`config.mk`:
```
export PLATFORM = sky130hd
export DESIGN_NAME = sbnm_top
export DESIGN_NICKNAME = d
export VERILOG_FILES = /design/src/hdl/sbnm_pkg.sv /design/src/hdl/sbnm_ms_tick.sv /design/src/hdl/sbnm_top.sv
export SDC_FILE = /design/constraint.sdc
export NUM_CORES = 1
export LEC_CHECK = 0
export ABC_CLOCK_PERIOD_IN_PS = 8700
export BUFFER_PORTS_ARGS = -buffer_cell sky130_fd_sc_hd__buf_2
export CAP_MARGIN = 30
export CORE_MARGIN = 10
export CORE_UTILIZATION = 43
export DETAILED_ROUTE_END_ITERATION = 12
export PLACE_DENSITY = 0.63
export SLEW_MARGIN = 20
export SYNTH_ARGS = -nofsm -noshare
export SYNTH_HDL_FRONTEND = slang
export SYNTH_SLANG_ARGS = --single-unit
export TNS_END_PERCENT = 5
```
`constraint.sdc`:
```
create_clock -name pclk -period 8.7 [get_ports pclk]
set_input_delay 1.74 -clock pclk [delete_from_list [all_inputs] [get_ports pclk]]
set_output_delay 1.74 -clock pclk [all_outputs]
set_load 0.01 [all_outputs]
```
`src/hdl/sbnm_pkg.sv`:
```
package sbnm_pkg;

  // Clock and millisecond base used by the receive sampling and the boot-up delay.
  localparam int CLK_PERIOD_NS = 5;
  localparam int RX_SAMPLE_PERIOD_MS = 1;
  localparam int unsigned MS_CYCLES_DFLT = RX_SAMPLE_PERIOD_MS * 1000000 / CLK_PERIOD_NS;

  // Register byte offsets; the three transmit period words are consecutive.
  localparam logic [7:0] ADDR_STATION = 8'h00;
  localparam logic [7:0] ADDR_BOOT_DELAY = 8'h04;
  localparam logic [7:0] ADDR_CHAN_MODE = 8'h08;
  localparam logic [7:0] ADDR_STATUS = 8'h0C;
  localparam logic [7:0] ADDR_TX_PERIOD0 = 8'h10;
  localparam logic [7:0] ADDR_TX_PERIOD2 = 8'h18;

  // Station number encoding, unsigned in eight bits.
  localparam logic [7:0] STATION_OFF = 8'hFF;
  localparam logic [7:0] STATION_MASTER = 8'h00;
  localparam logic [7:0] STATION_MAX = 8'h3F;

  // Boot-up delay and transmit period in milliseconds.
  localparam logic [15:0] BOOT_DELAY_MIN = 16'h0DAC;
  localparam logic [15:0] BOOT_DELAY_MAX = 16'hC350;
  localparam logic [15:0] BOOT_DELAY_RST = 16'h0DAC;
  localparam logic [15:0] TX_PERIOD_RST = 16'h0064;

  // Channel mode word layout and mode codes.
  localparam int MODE_TX_LSB = 0;
  localparam int MODE_RX_LSB = 6;
  localparam logic [11:0] CHAN_MODE_RST = 12'h000;
  localparam logic [1:0] PM_OFF = 2'h0;
  localparam logic [1:0] PM_TIME = 2'h1;
  localparam logic [1:0] PM_SYNC = 2'h2;

  // Status word bit positions.
  localparam int ST_MASTER = 3;
  localparam int ST_ACTIVE = 4;
  localparam int ST_PARAM = 5;
  localparam int ST_PDO = 6;

  // Frame identifiers and command codes.
  localparam logic [10:0] NMT_ID = 11'h000;
  localparam logic [10:0] SYNC_ID = 11'h080;
  localparam logic [10:0] BOOT_ID_BASE = 11'h700;
  localparam int TXPDO_BASE = 384;
  localparam int RXPDO_BASE = 512;
  localparam int PDO_ID_STEP = 256;
  localparam logic [7:0] CS_START = 8'h01;
  localparam logic [7:0] CS_STOP = 8'h02;
  localparam logic [7:0] CS_PREOP = 8'h80;
  localparam logic [7:0] CS_RST_NODE = 8'h81;
  localparam logic [7:0] CS_RST_COMM = 8'h82;
  localparam logic [7:0] BOOT_PAYLOAD = 8'h00;
  localparam logic [3:0] NMT_DLC = 4'h2;
  localparam logic [3:0] BOOT_DLC = 4'h1;
  localparam logic [3:0] PDO_DLC = 4'h2;

  // Transmit sources, lowest index wins arbitration.
  localparam logic [2:0] SRC_START = 3'h0;
  localparam logic [2:0] SRC_BOOT = 3'h1;
  localparam logic [2:0] SRC_PDO0 = 3'h2;

  typedef enum logic [2:0] {NS_OFF, NS_INIT, NS_PREOP, NS_OP, NS_STOP} sbnm_state_t;

endpackage : sbnm_pkg

```
`src/hdl/sbnm_ms_tick.sv`:
```
`timescale 1ns/1ps
`default_nettype none
module sbnm_ms_tick #(
  parameter int unsigned CYCLES = 32'd200000
) (
  input wire logic pclk,
  input wire logic presetn,
  output logic tick
);

  logic [31:0] cnt;
  wire logic wrap = (cnt == CYCLES - 32'd1);

  // Free-running divider; the tick is one cycle wide once per period.
  always_ff @(posedge pclk or negedge presetn) begin
    if (!presetn) begin
      cnt <= 32'h00000000;
      tick <= 1'b0;
    end else begin
      cnt <= wrap ? 32'h00000000 : cnt + 32'd1;
      tick <= wrap;
    end
  end

endmodule : sbnm_ms_tick
`default_nettype wire

```
`src/hdl/sbnm_top.sv`:
```
`timescale 1ns/1ps
`default_nettype none
module sbnm_top
  import sbnm_pkg::*;
#(
  parameter int unsigned MS_CYCLES = MS_CYCLES_DFLT
) (
  input wire logic pclk,
  input wire logic presetn,
  input wire logic psel,
  input wire logic penable,
  input wire logic pwrite,
  input wire logic [31:0] paddr,
  input wire logic [31:0] pwdata,
  output logic [31:0] prdata,
  output logic pready,
  output logic pslverr,
  input wire logic rx_valid,
  input wire logic rx_error,
  input wire logic [10:0] rx_id,
  input wire logic [3:0] rx_dlc,
  input wire logic [15:0] rx_data,
  output logic tx_valid,
  output logic [10:0] tx_id,
  output logic [3:0] tx_dlc,
  output logic [15:0] tx_data,
  input wire logic tx_done,
  input wire logic tx_fail,
  input wire logic [2:0][15:0] app_tx_data,
  output logic [2:0][15:0] app_rx_data,
  output logic [2:0] app_rx_strobe,
  input wire logic sdo_req_valid,
  input wire logic sdo_req_expedited,
  output logic sdo_req_accept,
  output logic [1:0] sdo_client,
  output logic [1:0] sdo_server,
  output logic param_enable,
  output logic pdo_enable
);

  sbnm_state_t state;
  sbnm_state_t next_state;
  logic [7:0] station;
  logic [15:0] boot_delay;
  logic [11:0] chan_mode;
  logic [15:0] tx_period [3];
  logic [15:0] tx_latch [3];
  logic [15:0] boot_cnt;
  logic [4:0] pend;
  logic [4:0] pdo_set;
  logic [2:0] tx_src;
  logic ms_tick;

  // Millisecond time base shared by sampling, periods and the boot-up delay.
  sbnm_ms_tick #(
    .CYCLES(MS_CYCLES)
  ) u_tick (
    .pclk(pclk),
    .presetn(presetn),
    .tick(ms_tick)
  );

  // Bus decode: zero-wait slave, unmapped offsets answer with an error.
  wire logic apb_setup = psel & ~penable;
  wire logic apb_wr = psel & penable & pwrite;
  wire logic [7:0] reg_off = paddr[7:0];
  wire logic page_ok = (paddr[31:8] == 24'h000000) & (paddr[1:0] == 2'b00);
  wire logic sel_station = page_ok & (reg_off == ADDR_STATION);
  wire logic sel_boot = page_ok & (reg_off == ADDR_BOOT_DELAY);
  wire logic sel_mode = page_ok & (reg_off == ADDR_CHAN_MODE);
  wire logic sel_status = page_ok & (reg_off == ADDR_STATUS);
  wire logic sel_period = page_ok & (reg_off >= ADDR_TX_PERIOD0) & (reg_off <= ADDR_TX_PERIOD2);
  wire logic [1:0] period_idx = 2'(reg_off[7:2] - ADDR_TX_PERIOD0[7:2]);
  wire logic mapped = sel_station | sel_boot | sel_mode | sel_status | sel_period;
  assign pready = 1'b1;
  assign pslverr = psel & penable & ~mapped;

  wire logic station_legal = (pwdata[7:0] == STATION_OFF) | (pwdata[7:0] <= STATION_MAX);
  wire logic sta_wr = apb_wr & sel_station & station_legal;
  wire logic [15:0] boot_wdata = pwdata[15:0];
  wire logic [15:0] boot_clamped = (boot_wdata < BOOT_DELAY_MIN) ? BOOT_DELAY_MIN :
                                   (boot_wdata > BOOT_DELAY_MAX) ? BOOT_DELAY_MAX : boot_wdata;

  // Role derived from the station number.
  wire logic active = (station != STATION_OFF);
  wire logic is_master = (station == STATION_MASTER);
  wire logic [10:0] sid = {4'h0, station[6:0]};

  assign param_enable = (state == NS_PREOP) | (state == NS_OP);
  assign pdo_enable = (state == NS_OP);

  // Parameter channel roles; channel 0 becomes the client on the master.
  assign sdo_client = {1'b0, active & is_master};
  assign sdo_server = {active, active & ~is_master};

  // Segmented requests are refused; only expedited ones pass.
  assign sdo_req_accept = sdo_req_valid & sdo_req_expedited & param_enable;

  // Status word shows the node's own state and role.
  wire logic [31:0] status_word = {25'h0000000, pdo_enable, param_enable, active, is_master,
                                   3'(state)};
  wire logic [31:0] rd_mux = sel_station ? {24'h000000, station} :
                             sel_boot ? {16'h0000, boot_delay} :
                             sel_mode ? {20'h00000, chan_mode} :
                             sel_status ? status_word :
                             sel_period ? {16'h0000, tx_period[period_idx]} : 32'h00000000;

  // Read data is captured in the setup cycle so that it stands through the access phase.
  always_ff @(posedge pclk or negedge presetn) begin
    if (!presetn) begin
      prdata <= 32'h00000000;
    end else if (apb_setup) begin
      prdata <= rd_mux;
    end
  end

  // Configuration registers; a rejected station value leaves the old one in place.
  always_ff @(posedge pclk or negedge presetn) begin
    if (!presetn) begin
      station <= STATION_OFF;
      boot_delay <= BOOT_DELAY_RST;
      chan_mode <= CHAN_MODE_RST;
    end else begin
      if (sta_wr) begin
        station <= pwdata[7:0];
      end
      if (apb_wr & sel_boot) begin
        boot_delay <= boot_clamped;
      end
      if (apb_wr & sel_mode) begin
        chan_mode <= pwdata[11:0];
      end
    end
  end

  // Only clean frames are seen at all; nothing is seen while off.
  wire logic frame_ok = rx_valid & ~rx_error & active;
  wire logic sync_seen = frame_ok & (rx_id == SYNC_ID);
  wire logic [7:0] nmt_cs = rx_data[7:0];
  wire logic [7:0] nmt_target = rx_data[15:8];
  // Broadcast or own station; identifier 0 with at least two bytes.
  wire logic nmt_ok = frame_ok & (rx_id == NMT_ID) & (rx_dlc >= NMT_DLC) & ~is_master &
                      ((nmt_target == 8'h00) | (nmt_target == station));
  wire logic tx_ok = tx_valid & tx_done & ~tx_fail;
  wire logic self_start = is_master & tx_ok & (tx_src == SRC_START);
  wire logic reinit = (next_state == NS_INIT) | (next_state == NS_OFF);

  // Node state machine; a legal station write restarts the node from scratch, or switches it off if the value is STATION_OFF.
  always_comb begin
    next_state = state;
    if (sta_wr) begin
      next_state = (pwdata[7:0] == STATION_OFF) ? NS_OFF : NS_INIT;
    end else begin
      unique case (state)
        NS_OFF: begin
          next_state = NS_OFF;
        end
        NS_INIT: begin
          next_state = NS_PREOP;
        end
        NS_PREOP, NS_OP, NS_STOP: begin
          // Command decode; unknown codes are ignored.
          if (nmt_ok & (nmt_cs == CS_START)) begin
            next_state = NS_OP;
          end else if (nmt_ok & (nmt_cs == CS_PREOP)) begin
            next_state = NS_PREOP;
          end else if (nmt_ok & (nmt_cs == CS_STOP)) begin
            next_state = NS_STOP;
          end else if (nmt_ok & ((nmt_cs == CS_RST_NODE) | (nmt_cs == CS_RST_COMM))) begin
            // Reset commands go back through initialization.
            next_state = NS_INIT;
          end else if (self_start) begin
            next_state = NS_OP;
          end
        end
      endcase
    end
  end

  always_ff @(posedge pclk or negedge presetn) begin
    if (!presetn) begin
      state <= NS_OFF;
    end else begin
      state <= next_state;
    end
  end

  // Boot-up delay counting starts once initialization is over.
  wire logic master_run = is_master & ((state == NS_PREOP) | (state == NS_OP));
  wire logic boot_due = master_run & ms_tick & ((boot_cnt + 16'd1) >= boot_delay);

  // The counter wraps on every broadcast, giving the repeat interval.
  always_ff @(posedge pclk or negedge presetn) begin
    if (!presetn) begin
      boot_cnt <= 16'h0000;
    end else if (!master_run | boot_due) begin
      boot_cnt <= 16'h0000;
    end else if (ms_tick) begin
      boot_cnt <= boot_cnt + 16'd1;
    end
  end

  // A slave announces itself once per pass through initialization.
  wire logic boot_set = (state == NS_INIT) & ~is_master & ~sta_wr;

  // Pending sources; a new request in the cycle of its clear is kept.
  wire logic [4:0] pend_set = {pdo_set[4:2], boot_set, boot_due};
  wire logic [4:0] pend_clr = tx_ok ? (5'h01 << tx_src) : 5'h00;
  wire logic [4:0] pend_flush = reinit ? 5'h1F : (next_state != NS_OP) ? 5'h1C : 5'h00;
  wire logic [4:0] next_pend = ((pend & ~pend_clr) | pend_set) & ~pend_flush;

  // Lowest pending index is chosen; management frames outrank process data.
  wire logic [2:0] pick = pend[0] ? 3'h0 : pend[1] ? 3'h1 : pend[2] ? 3'h2 :
                          pend[3] ? 3'h3 : 3'h4;
  wire logic [1:0] pdo_pick = 2'(pick - SRC_PDO0);
  wire logic [10:0] pdo_cob = 11'(TXPDO_BASE + PDO_ID_STEP * int'(pdo_pick)) + sid;

  // Start is built only as broadcast; target byte stays zero.
  wire logic [10:0] load_id = (pick == SRC_START) ? NMT_ID :
                              (pick == SRC_BOOT) ? BOOT_ID_BASE + sid : pdo_cob;
  wire logic [3:0] load_dlc = (pick == SRC_START) ? NMT_DLC :
                              (pick == SRC_BOOT) ? BOOT_DLC : PDO_DLC;
  wire logic [15:0] load_data = (pick == SRC_START) ? {8'h00, CS_START} :
                                (pick == SRC_BOOT) ? {8'h00, BOOT_PAYLOAD} : tx_latch[pdo_pick];
  wire logic load = ~tx_valid & (pend != 5'h00) & ~reinit;

  // A failed send keeps the frame offered until it goes through or the node reinitializes.
  always_ff @(posedge pclk or negedge presetn) begin
    if (!presetn) begin
      pend <= 5'h00;
      tx_valid <= 1'b0;
      tx_src <= SRC_START;
      tx_id <= NMT_ID;
      tx_dlc <= 4'h0;
      tx_data <= 16'h0000;
    end else begin
      pend <= next_pend;
      if (reinit | tx_ok) begin
        tx_valid <= 1'b0;
      end else if (load) begin
        tx_valid <= 1'b1;
        tx_src <= pick;
        tx_id <= load_id;
        tx_dlc <= load_dlc;
        tx_data <= load_data;
      end
    end
  end

  assign pdo_set[1:0] = 2'b00;

  // One slice per channel pair, each with its own mode fields.
  for (genvar ch = 0; ch < 3; ch++) begin : g_ch
    wire logic [1:0] tx_mode = chan_mode[MODE_TX_LSB + 2 * ch +: 2];
    wire logic [1:0] rx_mode = chan_mode[MODE_RX_LSB + 2 * ch +: 2];
    wire logic [10:0] rx_cob = 11'(RXPDO_BASE + PDO_ID_STEP * ch) + sid;
    logic [15:0] per_cnt;
    logic [15:0] rx_buf;
    // Code 3 falls through as disabled.
    wire logic tx_time = pdo_enable & (tx_mode == PM_TIME);
    wire logic tx_sync = pdo_enable & (tx_mode == PM_SYNC);
    // Cyclic send at the configured period; a zero period acts as one ms.
    wire logic per_due = tx_time & ms_tick & ((per_cnt + 16'd1) >= tx_period[ch]);
    wire logic rx_hit = frame_ok & pdo_enable & (rx_mode != PM_OFF) & (rx_mode != 2'h3) &
                        (rx_id == rx_cob) & (rx_dlc >= PDO_DLC);
    // Forward at SYNC in sync mode, or on the sampling tick in time mode.
    wire logic rx_fwd = pdo_enable & ~reinit & (((rx_mode == PM_TIME) & ms_tick) |
                                      ((rx_mode == PM_SYNC) & sync_seen));
    assign pdo_set[ch + 2] = per_due | (tx_sync & sync_seen);

    // Period, latch and receive holding registers for this pair.
    always_ff @(posedge pclk or negedge presetn) begin
      if (!presetn) begin
        tx_period[ch] <= TX_PERIOD_RST;
        per_cnt <= 16'h0000;
        tx_latch[ch] <= 16'h0000;
        rx_buf <= 16'h0000;
        app_rx_data[ch] <= 16'h0000;
        app_rx_strobe[ch] <= 1'b0;
      end else begin
        if (apb_wr & sel_period & (period_idx == 2'(ch))) begin
          tx_period[ch] <= pwdata[15:0];
        end
        per_cnt <= (!tx_time | per_due) ? 16'h0000 : per_cnt + {15'h0000, ms_tick};
        // Application values are captured at the triggering moment.
        if (pdo_set[ch + 2]) begin
          tx_latch[ch] <= app_tx_data[ch];
        end
        if (rx_hit) begin
          rx_buf <= rx_data;
        end
        if (rx_fwd) begin
          app_rx_data[ch] <= rx_buf;
        end
        app_rx_strobe[ch] <= rx_fwd;
      end
    end

    a_sync_rx_fwd: assert property (@(posedge pclk) disable iff (!presetn)
      app_rx_strobe[ch] && rx_mode == PM_SYNC && $stable(rx_mode) |-> $past(sync_seen))
      else $error("receive data forwarded without SYNC");
    a_sync_tx_latch: assert property (@(posedge pclk) disable iff (!presetn)
      tx_sync && sync_seen |=> tx_latch[ch] == $past(app_tx_data[ch]))
      else $error("transmit value not latched at SYNC");
    a_time_rx_tick: assert property (@(posedge pclk) disable iff (!presetn)
      app_rx_strobe[ch] && rx_mode == PM_TIME && $stable(rx_mode) |-> $past(ms_tick))
      else $error("time mode forward off the sampling tick");
  end

  a_station_range: assert property (@(posedge pclk) disable iff (!presetn)
    station == STATION_OFF || station <= STATION_MAX)
    else $error("station number out of range");
  a_off_silent: assert property (@(posedge pclk) disable iff (!presetn)
    state == NS_OFF |-> !tx_valid && !param_enable && app_rx_strobe == 3'b000)
    else $error("deactivated node is active");
  a_error_discard: assert property (@(posedge pclk) disable iff (!presetn)
    rx_valid && rx_error && !sta_wr && !self_start && state != NS_INIT |=> $stable(state))
    else $error("faulty frame changed state");
  a_start_op: assert property (@(posedge pclk) disable iff (!presetn)
    nmt_ok && nmt_cs == CS_START && !sta_wr && state != NS_INIT |=> state == NS_OP)
    else $error("start command not obeyed");
  a_stop_gate: assert property (@(posedge pclk) disable iff (!presetn)
    state == NS_STOP |-> !param_enable && !pdo_enable && !sdo_req_accept)
    else $error("stopped node not gated");
  a_start_bcast: assert property (@(posedge pclk) disable iff (!presetn)
    tx_valid && tx_id == NMT_ID |-> tx_data == {8'h00, CS_START} && is_master)
    else $error("start not sent as broadcast");
  a_init_preop: assert property (@(posedge pclk) disable iff (!presetn)
    state == NS_INIT && !sta_wr |=> state == NS_PREOP)
    else $error("initialization did not end in pre-operational");
  a_reset_cmd: assert property (@(posedge pclk) disable iff (!presetn)
    nmt_ok && (nmt_cs == CS_RST_NODE || nmt_cs == CS_RST_COMM) && !sta_wr &&
    state != NS_INIT |=> state == NS_INIT ##1 state == NS_PREOP)
    else $error("reset command did not reinitialize");
  a_boot_frame: assert property (@(posedge pclk) disable iff (!presetn)
    tx_valid && tx_src == SRC_BOOT |-> tx_id == BOOT_ID_BASE + sid && tx_dlc == BOOT_DLC &&
    tx_data[7:0] == BOOT_PAYLOAD)
    else $error("boot-up frame malformed");
  a_boot_delay: assert property (@(posedge pclk) disable iff (!presetn)
    boot_due |-> boot_cnt + 16'd1 >= boot_delay && boot_delay >= BOOT_DELAY_MIN)
    else $error("start sent before boot-up delay");

endmodule : sbnm_top
`default_nettype wire

```
==> impl_metrics.py <==
metrics = {
    "sta": {
        "worst_pin_slew_ns": 1.01,
        "rsz0062_at_grt": "no",
        "fmaxAchievable_mhz": 172,
        "setup_viol": 0,
        "hold_viol_final": 0,
        "finalWorstPathRequiredPeriod_ns": 5.80,
        "slew_headroom_pct": 32.6,
        "fin_skew_ns": 0.0194,
        "maxSlewViolCount": 0,
        "period_share_pct": 66.7,
        "fin_ws_ns": 2.90,
        "hold_ws_ns": 0.451,
        "fin_setup_tns_ns": 0,
    },
    "yosys": {
        "synth.top_cell.area_share_pct": 44.7,
        "synth_ff_type": "dfrtp_1",
        "synth_common_cells": "361 x dfrtp_1, 172 x mux2_2, 148 x nand2_1",
        "async_flop_share_pct": 100,
        "syn_inst": 1834,
        "synth_cell_type_count": 84,
        "syn_area_um2": 20200,
        "synth_top_cells_by_area": "dfrtp_1 45%, mux2_2 9.6%, ha_1 4.8%, xnor2_1 3.7%, mux2_4 3.3%",
        "ys.warnings.count": 0,
        "ys_seq_elements": 385,
        "avgSynthCellArea_um2": 11.0,
        "synth_edf_count": 0,
        "synth.most_common_cell": "dfrtp_1",
        "synth_area_leader_cell": "dfrtp_1",
        "synth-seq-area-share_pct": 47.8,
    },
    "routing": {
        "wirelength_um": 53600,
        "viasPerCell": 5.44,
        "drc": 0,
        "drt_iter0_drc": 880,
        "wl_per_cell_um": 19.9,
        "ant_nets": 0,
        "firstDrtPassIters": 5,
        "vias": 14700,
    },
    "clock_network": {
        "h-tree-depth": 2,
        "cts_buffer_depth": 3,
        "cts_hold_buffers": 0,
        "clk_pin_slew_ns": 0.06,
        "clock_latency_ns": 0.57,
        "numCtsBuffers": 42,
        "post-cts-setup-buffers": 0,
        "cts_tree": "yes",
        "root_buffer": "clkbuf_16",
        "cts_resized": 0,
        "clock-sinks": 385,
    },
    "grt": {
        "grt_use_total_pct": 18.7,
        "grt_pass1_vias": 15000,
        "grt_max_degree": 183,
        "antenna_found_initial": 10,
        "grt_pass1_wl_um": 84400,
        "overflow": 0,
    },
    "floorplan": {
        "rows": 79,
        "io_pins": 278,
        "die_x_um": 237,
        "dieArea_um2": 56100,
        "initial_core_util_pct": 43.4,
        "coreArea_um2": 46600,
        "dieHeight_um": 237,
    },
    "critical_path": {
        "timing.critical_path.to_type": "primary output",
        "worstPathArrival_ns": 4.06,
        "crit_path_start_kind": "input pin",
        "required_ns": 6.96,
        "path_class": "input pin to primary output",
        "worstPathMaxFanout": 12,
    },
    "placement": {
        "finalWeightedCongestion": 0.860,
        "hpwl_um": 39300,
        "place_ws_ns": 2.93,
        "port_buffers": 240,
    },
    "status": {
        "status": "finished clean",
    },
    "final_layout": {
        "final_util_pct": 49.9,
        "final_layout_size_suffix_gt1_share_pct": 28.8,
        "n_fill_cell": 4161,
        "area_delta_synth_final_pct": 15.0,
        "nNetsFinal": 2280,
    },
    "pwr": {
        "p_leak_nw": 11.5,
        "ir_drop_mv": 0.180,
        "p_per_area_nw_per_um2": 158,
    },
    "worst_hold_path": {
        "hp-class": "flip-flop to flip-flop",
    },
    "run": {
        "drv_cap": 0,
    },
}
[area by class of cell]
type / instances / area [um2] / share of cell area (%)
Antenna cell: 6 / 15.0 / 0.0646
Clock buffer: 64 / 1270 / 5.45
Clock inverter: 13 / 81.3 / 0.350
Inverter: 87 / 332 / 1.43
Multi-Input combinational cell: 1276 / 9760 / 42.0
Sequential cell: 385 / 9660 / 41.6
Tap cell: 607 / 759 / 3.27
Timing Repair Buffer: 257 / 1380 / 5.92
[flip-flops by register name, summed over array words and instances, names as in the netlist, 2 cells and up]
register and cells:
boot_cnt 16, tx_id 11, prdata 16, u_tick.cnt 32, tx_data 16, station 8
tx_dlc 2, g_ch.rx_buf 48, tx_latch 48, app_rx_data 48, tx_period 48, g_ch.per_cnt 48
pend 5, tx_src 3, chan_mode 12, boot_delay 16, app_rx_strobe 3, state 3
[power breakdown]
| group | switching [mW] | internal [mW] | total [mW] | leakage (nW) |
|---|---|---|---|---|
| sequential | 0.00205 | 1.80 | 1.80 | 5.21 |
| combinational | 0.0921 | 0.0398 | 0.132 | 5.63 |
| clock | 0.734 | 1.01 | 1.74 | 0.651 |
[cell families (layout without fill, tap and decap cells)]
kind of cell | Yosys count | in the layout | synth area share, %
simple gates | 557 | 557 | 14.0
flops | 385 | 385 | 47.8
mux | 254 | 254 | 14.8
compound gates | 229 | 229 | 8.21
buf+inv | 191 | 421 | 4.37
xor+xnor | 139 | 139 | 6.02
fa+ha+maj | 77 | 77 | 4.77
other cells | 2 | 26 | 0.0372
[per-layer routing]
metal,global-route usage (%),part of all wire [%],vias up
met2,30.8,48,396
met4,6.22,2.7,6
met5,0,0.086,-
met1,23.6,43,7280
li1,-,-,6882
met3,4.54,6.7,93
[per-stage QoR]
stage | cell area (um2) | instances | total power [mW]
detailed placement | 21900 | 2610 | 1.96
global route | 23200 | 2692 | 3.80
finish | 23300 | 2695 | 3.67
global placement | 21800 | 2607 | 1.96
CTS | 23200 | 2687 | 3.71
floorplan | 20300 | 1852 | 1.87
[final timing paths]
check                                    from            endpoint  slack (ns)  depth (start not counted)
setup reg to reg           g_ch[2].per_cnt[2]        tx_latch[11]        4.71                         12
hold / removal                  u_tick.cnt[0]       u_tick.cnt[0]        0.45                          1
setup / recovery                    paddr[22]             pslverr        2.90                          6
max in group asynchronous             presetn  g_ch[0].per_cnt[0]        5.90                          2
hold reg to reg                 u_tick.cnt[0]       u_tick.cnt[0]        0.45                          1
min in group asynchronous             presetn   g_ch[0].rx_buf[0]        1.22                          1
[worst max-delay path, cell delays in order]
cell	delay [ns]
buf_2	0.10
nor4_1	0.27
nand4_1	0.63
nor2_1	0.86
nor3_1	0.25
buf_2	0.21
[cell usage in the layout, fill, tap and decap left out, drive strengths merged, types with 6 or more instances in the layout]
master / netlist / final
dfrtp: 361 / 361
buf: 53 / 257
mux2: 220 / 220
nand2: 152 / 152
nor2: 133 / 133
inv: 87 / 87
xnor2: 86 / 86
ha: 77 / 77
o21ai: 77 / 77
nand3: 69 / 69
clkbuf: 51 / 64
xor2: 53 / 53
nand4: 43 / 43
mux2i: 34 / 34
and3: 29 / 29
nor4: 29 / 29
a21oi: 25 / 25
dfstp: 24 / 24
a22oi: 23 / 23
a22o: 23 / 23
conb: 2 / 20
nor3: 16 / 16
a32o: 16 / 16
nor2b: 16 / 16
a21o: 13 / 13
and2: 12 / 12
nand2b: 10 / 10
or2: 9 / 9
clkinv: 0 / 8
a211oi: 7 / 7
diode: 0 / 6
or4: 6 / 6
a222oi: 6 / 6
nor3b: 6 / 6
o211ai: 6 / 6
Power figures use the tool's default switching activity.
